$ cat config.mk
export PLATFORM = sky130hd
export DESIGN_NAME = aes_shuffler
export DESIGN_NICKNAME = d
export VERILOG_FILES = /design/src/logic/aes_pkg.sv /design/src/logic/aes_shuffler.sv
export SDC_FILE = /design/constraint.sdc
export NUM_CORES = 1
export LEC_CHECK = 0
export ABC_AREA = 1
export BUFFER_PORTS_ARGS = -buffer_cell sky130_fd_sc_hd__buf_2
export CAP_MARGIN = 5
export CORE_ASPECT_RATIO = 0.5
export CORE_MARGIN = 8
export CORE_UTILIZATION = 30
export CTS_BUF_LIST = sky130_fd_sc_hd__clkbuf_2 sky130_fd_sc_hd__clkbuf_4 sky130_fd_sc_hd__clkbuf_8
export DETAILED_ROUTE_END_ITERATION = 10
export MAX_ROUTING_LAYER = met4
export SYNTH_ARGS = -nofsm -noshare
export SYNTH_HDL_FRONTEND = slang
export SYNTH_SLANG_ARGS = --single-unit
$ cat constraint.sdc
create_clock -name clk -period 2.03 [get_ports clk]
set_clock_uncertainty 0.15 [all_clocks]
set_input_delay 0.1015 -clock clk [delete_from_list [all_inputs] [get_ports clk]]
set_output_delay 0.1015 -clock clk [all_outputs]
set_load 0.005 [all_outputs]
$ cat src/logic/aes_pkg.sv
// package for the adaptive element shuffler control block
// assumes one converter-rate clock and a simple register write/read port
package aes_pkg;

    localparam logic [11:0] OFS_RATES_ONE_TWO    = 12'h342;
    localparam logic [11:0] OFS_RATES_THREE_FOUR = 12'h343;
    localparam logic [7:0]  RST_RATES_ONE_TWO    = 8'hF5;
    localparam logic [7:0]  RST_RATES_THREE_FOUR = 8'hFF;
    localparam logic [3:0]  THR_NONE             = 4'hF;
    localparam logic [3:0]  THR_ALWAYS           = 4'h0;
    localparam int          LO_NIB               = 0;
    localparam int          HI_NIB               = 4;
    localparam int          HOLD_CYCLES          = 16;
    localparam int          SEQ_LEN              = 32;
    localparam int          NUM_ELEM             = 16;
    localparam logic [4:0]  LFSR_SEED            = 5'h10;

    typedef struct packed {
        logic        wr;
        logic        rd;
        logic [11:0] addr;
        logic [7:0]  wdata;
    } aes_reg_req_t;

    typedef struct packed {
        logic        rvalid;
        logic [7:0]  rdata;
    } aes_reg_rsp_t;

endpackage : aes_pkg

$ cat src/logic/aes_shuffler.sv
// adaptive element shuffler control: threshold watch, hold timer, rate divider
// and pseudorandom element rotation; assumes quantizer code arrives on clk
`timescale 1ns/1ps
`default_nettype none
module aes_shuffler #(
    parameter int HOLD = aes_pkg::HOLD_CYCLES,
    parameter int NE   = aes_pkg::NUM_ELEM
) (
    input  wire logic                  clk,
    input  wire logic                  rst_b,
    input  wire logic signed [4:0]     quant_code,
    input  wire aes_pkg::aes_reg_req_t reg_req,
    output var  aes_pkg::aes_reg_rsp_t reg_rsp,
    output logic                       shuffle_active,
    output logic                       shuffle_strobe,
    output logic [1:0]                 shuffle_rate_factor,
    output logic [4:0]                 element_offset
);

    // whole block state: one comb process builds next_st, one flop bank holds st
    typedef struct packed {
        // register copies
        logic [7:0]  rates_one_two;
        logic [7:0]  rates_three_four;
        // threshold watch and hold timer
        logic [15:0] hold_cnt;
        logic        active;
        // rate divider and element sequence
        logic [1:0]  div_cnt;
        logic        strobe;
        logic [4:0]  lfsr;
        logic [4:0]  offset;
        // read answer
        logic        rvalid;
        logic [7:0]  rdata;
    } aes_state_t;

    aes_state_t st;
    aes_state_t next_st;

    // magnitude of a -8..+8 code fits in five bits without overflow
    function automatic logic [4:0] code_mag(input logic signed [4:0] code);
        logic [4:0] m;

        if (code[4]) begin
            m = 5'(-code);
        end else begin
            m = 5'(code);
        end
        return m;
    endfunction : code_mag

    // shared by the write and the read decode
    function automatic logic addr_hit(
        input logic [11:0] addr,
        input logic [11:0] ofs
    );
        return addr == ofs;
    endfunction : addr_hit

    // 5-bit maximal lfsr has period 31; the extra all-zero step after 0x01 makes 32
    function automatic logic [4:0] lfsr_step(input logic [4:0] cur);
        logic [4:0] nxt;

        if (cur == 5'h01) begin
            nxt = 5'h00;
        end else if (cur == 5'h00) begin
            nxt = 5'h10;
        end else begin
            nxt = {cur[0] ^ cur[2], cur[4:1]};
        end
        return nxt;
    endfunction : lfsr_step

    // the four threshold nibbles in rate order one..four
    wire logic [15:0] all_nib;
    wire logic [3:0]  nib_thr [4];
    wire logic [3:0]  nib_used;

    logic [1:0]       rate_idx;
    logic [3:0]       thr;
    logic             thr_used;

    logic [4:0]       mag;
    logic             hit;
    logic             hold_done;
    logic             wrap;

    assign all_nib = {st.rates_three_four, st.rates_one_two};

    genvar g;
    generate
        for (g = 0; g < 4; g++) begin : g_nib
            assign nib_thr[g]  = all_nib[4 * g +: 4];
            assign nib_used[g] = (all_nib[4 * g +: 4] != aes_pkg::THR_NONE);
        end
    endgenerate

    // lowest used rate wins if the host leaves more than one nibble programmed
    always_comb begin
        rate_idx = 2'h0;
        thr      = aes_pkg::THR_NONE;
        for (int i = 3; i >= 0; i--) begin
            if (nib_used[i]) begin
                rate_idx = 2'(i);
                thr      = nib_thr[i];
            end
        end
    end

    always_comb begin
        thr_used  = (thr != aes_pkg::THR_NONE);
        mag       = code_mag(quant_code);
        // 0xF never triggers, which also gives the all-ones disable
        hit       = thr_used && ({1'b0, thr} <= mag);
        hold_done = (st.hold_cnt == 16'h0000);
        wrap      = (st.div_cnt >= rate_idx);
    end

    always_comb begin
        next_st        = st;
        // pulses default low and are raised below
        next_st.rvalid = 1'b0;
        next_st.strobe = 1'b0;

        // register writes; unmapped addresses are dropped
        if (reg_req.wr) begin
            if (addr_hit(reg_req.addr, aes_pkg::OFS_RATES_ONE_TWO)) begin
                next_st.rates_one_two = reg_req.wdata;
            end
            if (addr_hit(reg_req.addr, aes_pkg::OFS_RATES_THREE_FOUR)) begin
                next_st.rates_three_four = reg_req.wdata;
            end
        end

        // reads return the value held before a same-cycle write
        if (reg_req.rd) begin
            next_st.rvalid = 1'b1;
            if (addr_hit(reg_req.addr, aes_pkg::OFS_RATES_ONE_TWO)) begin
                next_st.rdata = st.rates_one_two;
            end else if (addr_hit(reg_req.addr, aes_pkg::OFS_RATES_THREE_FOUR)) begin
                next_st.rdata = st.rates_three_four;
            end else begin
                next_st.rdata = 8'h00;
            end
        end

        // any new hit reloads the hold timer
        if (hit) begin
            next_st.active   = 1'b1;
            next_st.hold_cnt = 16'(HOLD);
        end else if (!hold_done) begin
            next_st.hold_cnt = st.hold_cnt - 16'h0001;
        end else begin
            next_st.active = 1'b0;
        end

        // divider runs freely and wraps against the live rate, so a rate change applies to the count in progress
        // strobe marks each reshuffle so the dac side can latch the new offset
        if (wrap) begin
            next_st.div_cnt = 2'h0;
            next_st.strobe  = st.active;
        end else begin
            next_st.div_cnt = st.div_cnt + 2'h1;
        end

        if (st.active && wrap) begin
            next_st.lfsr   = lfsr_step(st.lfsr);
            next_st.offset = st.lfsr;
        end else if (!st.active) begin
            // fixed, unrotated element order when idle
            next_st.offset = 5'h00;
        end
    end

    always_ff @(posedge clk) begin
        if (!rst_b) begin
            // threshold 5 at the every-cycle rate
            st.rates_one_two    <= aes_pkg::RST_RATES_ONE_TWO;
            st.rates_three_four <= aes_pkg::RST_RATES_THREE_FOUR;

            st.hold_cnt         <= 16'h0000;
            st.active           <= 1'b0;
            st.div_cnt          <= 2'h0;
            st.strobe           <= 1'b0;
            st.lfsr             <= aes_pkg::LFSR_SEED;
            st.offset           <= 5'h00;
            st.rvalid           <= 1'b0;
            st.rdata            <= 8'h00;
        end else begin
            st <= next_st;
        end
    end

    // rate factor is decoded from the register copies, so it follows a write at once
    assign reg_rsp.rvalid      = st.rvalid;
    assign reg_rsp.rdata       = st.rdata;
    assign shuffle_active      = st.active;
    assign shuffle_strobe      = st.strobe;
    assign shuffle_rate_factor = rate_idx;
    assign element_offset      = st.offset;

endmodule : aes_shuffler
`default_nettype wire

== Word level (Yosys, flattened, before mapping) ==
Index checks and enable logic that the tools add are counted.

* Output and inout port bits: 18
* Logic and storage cells: 57
* Flip-flop bits (word level): 55

* Bitwise operators: 2
* Add/sub/neg operators: 3
* Eq/ne operators: 10
* Reductions and logical operators: 10
* Magnitude comparators: 2
* Mux-type cells: 19

{| class="wikitable"
|+ Operator list
! cell !! count
|-
| 5-bit two-way mux || 6
|-
| 12-bit by 10-bit equality test with 1-bit output, second input constant || 2
|-
| 4-bit != test, second input constant || 5
|-
| 16-bit logical NOT || 1
|-
| 4-bit two-way mux || 4
|-
| 8-bit two-way mux || 2
|-
| 16-bit by 1-bit subtractor with 16-bit output, second input constant || 1
|-
| 9-bit two-way mux || 1
|-
| 2-bit two-way mux || 4
|-
| 6-bit two-way mux || 1
|-
| 2-bit AND reduction || 3
|-
| 5-bit by 1-bit equality test with 1-bit output, second input constant || 1
|-
| 4-bit by 5-bit less-or-equal comparator with 1-bit output || 1
|-
| 5-bit logical NOT || 1
|-
| 5-bit negator || 1
|-
| 2-bit OR reduction || 2
|-
| 2-bit by 1-bit adder with 2-bit output, second input constant || 1
|-
| 2-bit greater-or-equal comparator || 1
|-
| 1-bit logical AND || 2
|-
| 2-bit by 1-bit != test with 1-bit output, second input constant || 1
|-
| 2-bit != test, second input constant || 1
|-
| 2-bit nonzero test || 1
|-
| 1-bit two-way mux || 1
|-
| 1-bit NOT || 1
|-
| 1-bit bitwise XOR || 1
|}

== Depth between registers and ports, before layout ==
* Depth in word-level cells: 8
* Depth in mapped cells: 16
* Gate-level depth less buffers: 15

== Worst setup path before layout ==
Ideal clock, no wire load.

* Path type: reg2reg
* Start: register st (netlist bit all_nib[7])
* End: register st[29] (netlist bit)
* Setup time: 0.110 ns
* Data arrival time: 1.819 ns
* Stages on the path, launching flop included: 17
* Slack: -0.049 ns
* Cell sequence: dfxtp_1 nand2_1 inv_1 nand2_2 nor2_4 nand2_1 nand2_1 inv_1 ha_1 a21oi_1 o21ai_0 a21o_1 nand2_1 nand2_2 nand2_4 buf_8 nor2_1

* Longest elaborated chain between the ends: 6
* Elaborated cells between the ends (all ways): 7

{| class="wikitable"
|+ RTL lines
! element !! line !! source
|-
| start: declaration || aes_shuffler.sv:38 || <nowiki>aes_state_t st;</nowiki>
|-
| start signal: assignment || aes_shuffler.sv:191 || <nowiki>st <= next_st;</nowiki>
|-
| 4-bit != test || aes_shuffler.sv:95 || <nowiki>assign nib_used[g] = (all_nib[4 * g +: 4] != aes_pkg::THR_NONE);</nowiki>
|-
| 4-bit two-way mux * (2 in series) || aes_shuffler.sv:104 || <nowiki>if (nib_used[i]) begin</nowiki>
|-
| 4-bit by 5-bit less-or-equal comparator with 1-bit output / 4-bit != test (equally long branches) || aes_shuffler.sv:115, aes_shuffler.sv:112 ||
|-
| 1-bit logical AND * || aes_shuffler.sv:115 || <nowiki>hit = thr_used && ({1'b0, thr} <= mag);</nowiki>
|-
| 2-bit OR reduction (no line) * || n/a ||
|}

Mark *: on every way between the ends. The rest lies on a longest branch, timed or not.
A chain may end at the register's enable or synchronous reset.

== Final worst setup path ==
* Start: register st (netlist bit all_nib[3])
* End: register st[35] (netlist bit)

* Longest elaborated chain between the ends: 5
* Elaborated cells between the ends (all ways): 6

{| class="wikitable"
|+ RTL lines
! element !! line
|-
| 4-bit != test || aes_shuffler.sv:95
|-
| 4-bit two-way mux * || aes_shuffler.sv:104
|-
| 4-bit by 5-bit less-or-equal comparator with 1-bit output / 4-bit != test (equally long branches) || aes_shuffler.sv:115, aes_shuffler.sv:112
|-
| 1-bit logical AND * || aes_shuffler.sv:115
|-
| 2-bit OR reduction (no line) * || n/a
|}

Marks and branches as above.

==> results.md <==
- Status: finished with violations
- Violated checks: negative setup slack
- Final TNS setup: -1490 ps
- Slew @ Worst Pin: roughly 570 ps
- Clk buf depth: 2
- GPL Wtd Cong: 0.882
- Post-Syn Nets: approximately 460
- Syn Std Cell Area: ~0.0029 mm²
- I/O Pins: 47
- Worst path bufs/invs: 2
- Via density: roughly 4.3
- Startpoint Class: flip-flop
- Reg2Reg Setup Slack: -110 ps
- Worst r2r path cells: 15
- Finished Core Util: about 40%
- Largest net degree at the start of global routing: 22
- Drt wl/cell: 11.1 µm
- Synth Register Bits: 55
- Static leakage: roughly 1.9 nW
- Vias in the first global route: around 2700
- Max VDD drop: ~0.00026 V
- Max Clk Rate: 467 MHz
- Most common cell after layout, fill and taps aside: nand2_1
- Global route overflow: 0
- CORE AREA: 0.00945 mm²
- Critical path's top delay family: simple AND/OR/NAND/NOR gates
- 1st-iter DRT viols: 108
- Minimum clock period: about 2100 ps
- Depth of the CTS H-tree: 2
- Share of layout cells above drive strength 1: 30.8%
- Num CTS Buffers: 5
- R2R Path Start: all_nib[3]
- Die area: about 0.013 mm²
- Distinct cells, synth: 32
- Area Growth Syn to Fin: 30.3%
- Hold Crit Class: in2reg
- Global-route wire length before repair: ~12000 µm
- Worst-Skew Late Latency: approximately 300 ps
- Dpl ws: -150 ps
- Hold Path End: all_nib[9]
- Crit Path Category: reg2reg
- IO buf count: 46
- Clk slew on worst S/H paths: 100 ps
- Die Y: roughly 86 µm
- Sequential share of the synthesized area: 37.8%
- CP required: 2120 ps
- Root Buffer: clkbuf_8
- Avg Cell Area, Syn: around 6.9 µm²
- Pwr dens: between 700 and 800 mW/mm²
- RSZ-0062 raised after global routing: true
- Total GRT Usage: a little over a tenth
- Worst reg2reg endpoint: st[35]
- Number of inserted diodes: 0
- Post-synth EDFFs: 0
- CP Capture Type: flip-flop
- DRT antenna net count: 0
- MaxCap Viol Count: 0
- Final hold violations: 0
- Fin nets: between 500 and 600
- Die width: roughly 160 µm
- Initial antenna violation count: 0
- Crit share post-route: 106%
- CP Data Arrival Time: roughly 2200 ps
- Crit path max fanout: 8
- Most frequent cells in the layout: nand2_1 (96), nor2_1 (53), inv_1 (51), buf_2 (46), dfxtp_1 (45)
- Setup Viol. Count Final: 17
- Primary FF master, synth: dfxtp_1
- Smallest setup slack after layout: -113 ps
- Yosys warns: 0
- CP Depth: 15
- Fin Hold WS: between 10 and 15 ps
- Rel. slew slack: 61.7%
- Worst-path cell chain: nand2_2, inv_2, nand2_2, nor2_4, nand2_2, nand2_2, inv_2, ha_4, nand2_2, o21ai_1, a21o_1, nand2_2, nand2_4, nand2_8, nor2_1
- CP most frequent cell: nand2_2
- DRC viols: 0
- Hold Path Stages: 3
- Clock sinks: 55
- Initial Util: approximately 31%
- Via count: 2728
- Final Slew Violations: 0
- Ys async rst share: 0%
- Min-delay src: reg_req[21]
- Post-Syn Instances: 424
- CP max stage delay: roughly 350 ps
- Routed WL: between 7000 and 8000 µm
- Pre-antenna DRT Iters: 4
- HPWL Detailed: between 5000 and 6000 µm
- TritonCTS clock tree: yes
- Standard-cell rows: 25
- CP max stage cell: dfxtp_2
[cell usage after synthesis (3+ instances only)]
master	count	area, µm²
nand2_1	109	409
nor2_1	67	251
inv_1	57	214
dfxtp_1	55	1100
nand3_1	18	90.1
a21oi_1	17	85.1
buf_4	16	120
o211ai_1	14	105
o21ai_0	12	60.1
xor2_1	11	96.3
ha_1	8	100
clkbuf_1	6	22.5
nor3_1	6	30.0
xnor2_1	5	43.8
nand2_2	4	25.0
nor2_2	3	18.8
[metal layers]
layer | global-route usage, % | routed length (µm) | vias to the layer above
met5 | - | 0 | -
met4 | 3.15 | 95 | 0
met3 | 1.76 | 203 | 11
met2 | 18.6 | 3420 | 53
met1 | 12.9 | 3330 | 1215
li1 | - | - | 1449
[repair_timing]
item | in CTS | in global routing
gates resized for setup | 29 | 37
gates cloned | 1 | 0
endpoints found under the hold margin | 16 | 0
hold buffers | 8 | 0
buffers inserted | 3 | 5
pin swaps | 15 | 19
endpoints found under the setup margin | 28 | 30
[area by class of cell]
class,count,area (µm²)
Sequential cell,55,1120
Timing Repair Buffer,89,581
Clock buffer,6,76.3
Tap cell,135,169
Clock inverter,2,12.5
Fill cell,992,5650
Inverter,57,214
Multi-Input combinational cell,288,1620
[registers in the layout, summed over array words and instances (netlist names)]
signal	cells
shuffle_strobe	1
element_offset	5
all_nib	16
reg_rsp	9
shuffle_active	1
st	23
[stage by stage]
stage | cell area [µm²] | power (mW) | instances
global placement | 3340 | 2.00 | 607
finish | 3790 | 2.71 | 632
detailed placement | 3340 | 2.00 | 607
CTS | 3640 | 2.67 | 627
global route | 3790 | 2.89 | 632
floorplan | 2910 | 1.83 | 424
[power breakdown]
| group | internal (mW) | leakage (nW) | switching (mW) |
|---|---|---|---|
| registers | 1.14 | 0.445 | 0.0516 |
| clock network | 0.256 | 0.0446 | 0.351 |
| logic | 0.372 | 1.43 | 0.534 |
| total | 1.77 | 1.92 | 0.937 |
[tightest hold or removal path: cells and delay by family]
kind                   cells  cell delay (ps)
buffers and inverters      1              160
and+or+nand+nor            2              170
[cells by family after synthesis]
logic type	share of synthesized area, %
and+or+nand+nor	30.6
buffers and inverters	13.4
DFF	37.8
AOI/OAI and AO/OA	9.93
xor gates and xnor gates	4.81
adders and majority gates	3.44
[how the worst max path moves through the flow]
| stage | from | to |
|---|---|---|
| floorplan | all_nib[1] | st[29] |
| global placement | all_nib[9] | element_offset[1] |
| detailed placement | all_nib[9] | element_offset[1] |
| CTS | all_nib[5] | shuffle_active |
| global route | all_nib[9] | st[35] |
| finish | all_nib[3] | st[35] |
Note: power is estimated with default switching activity, not from simulation.
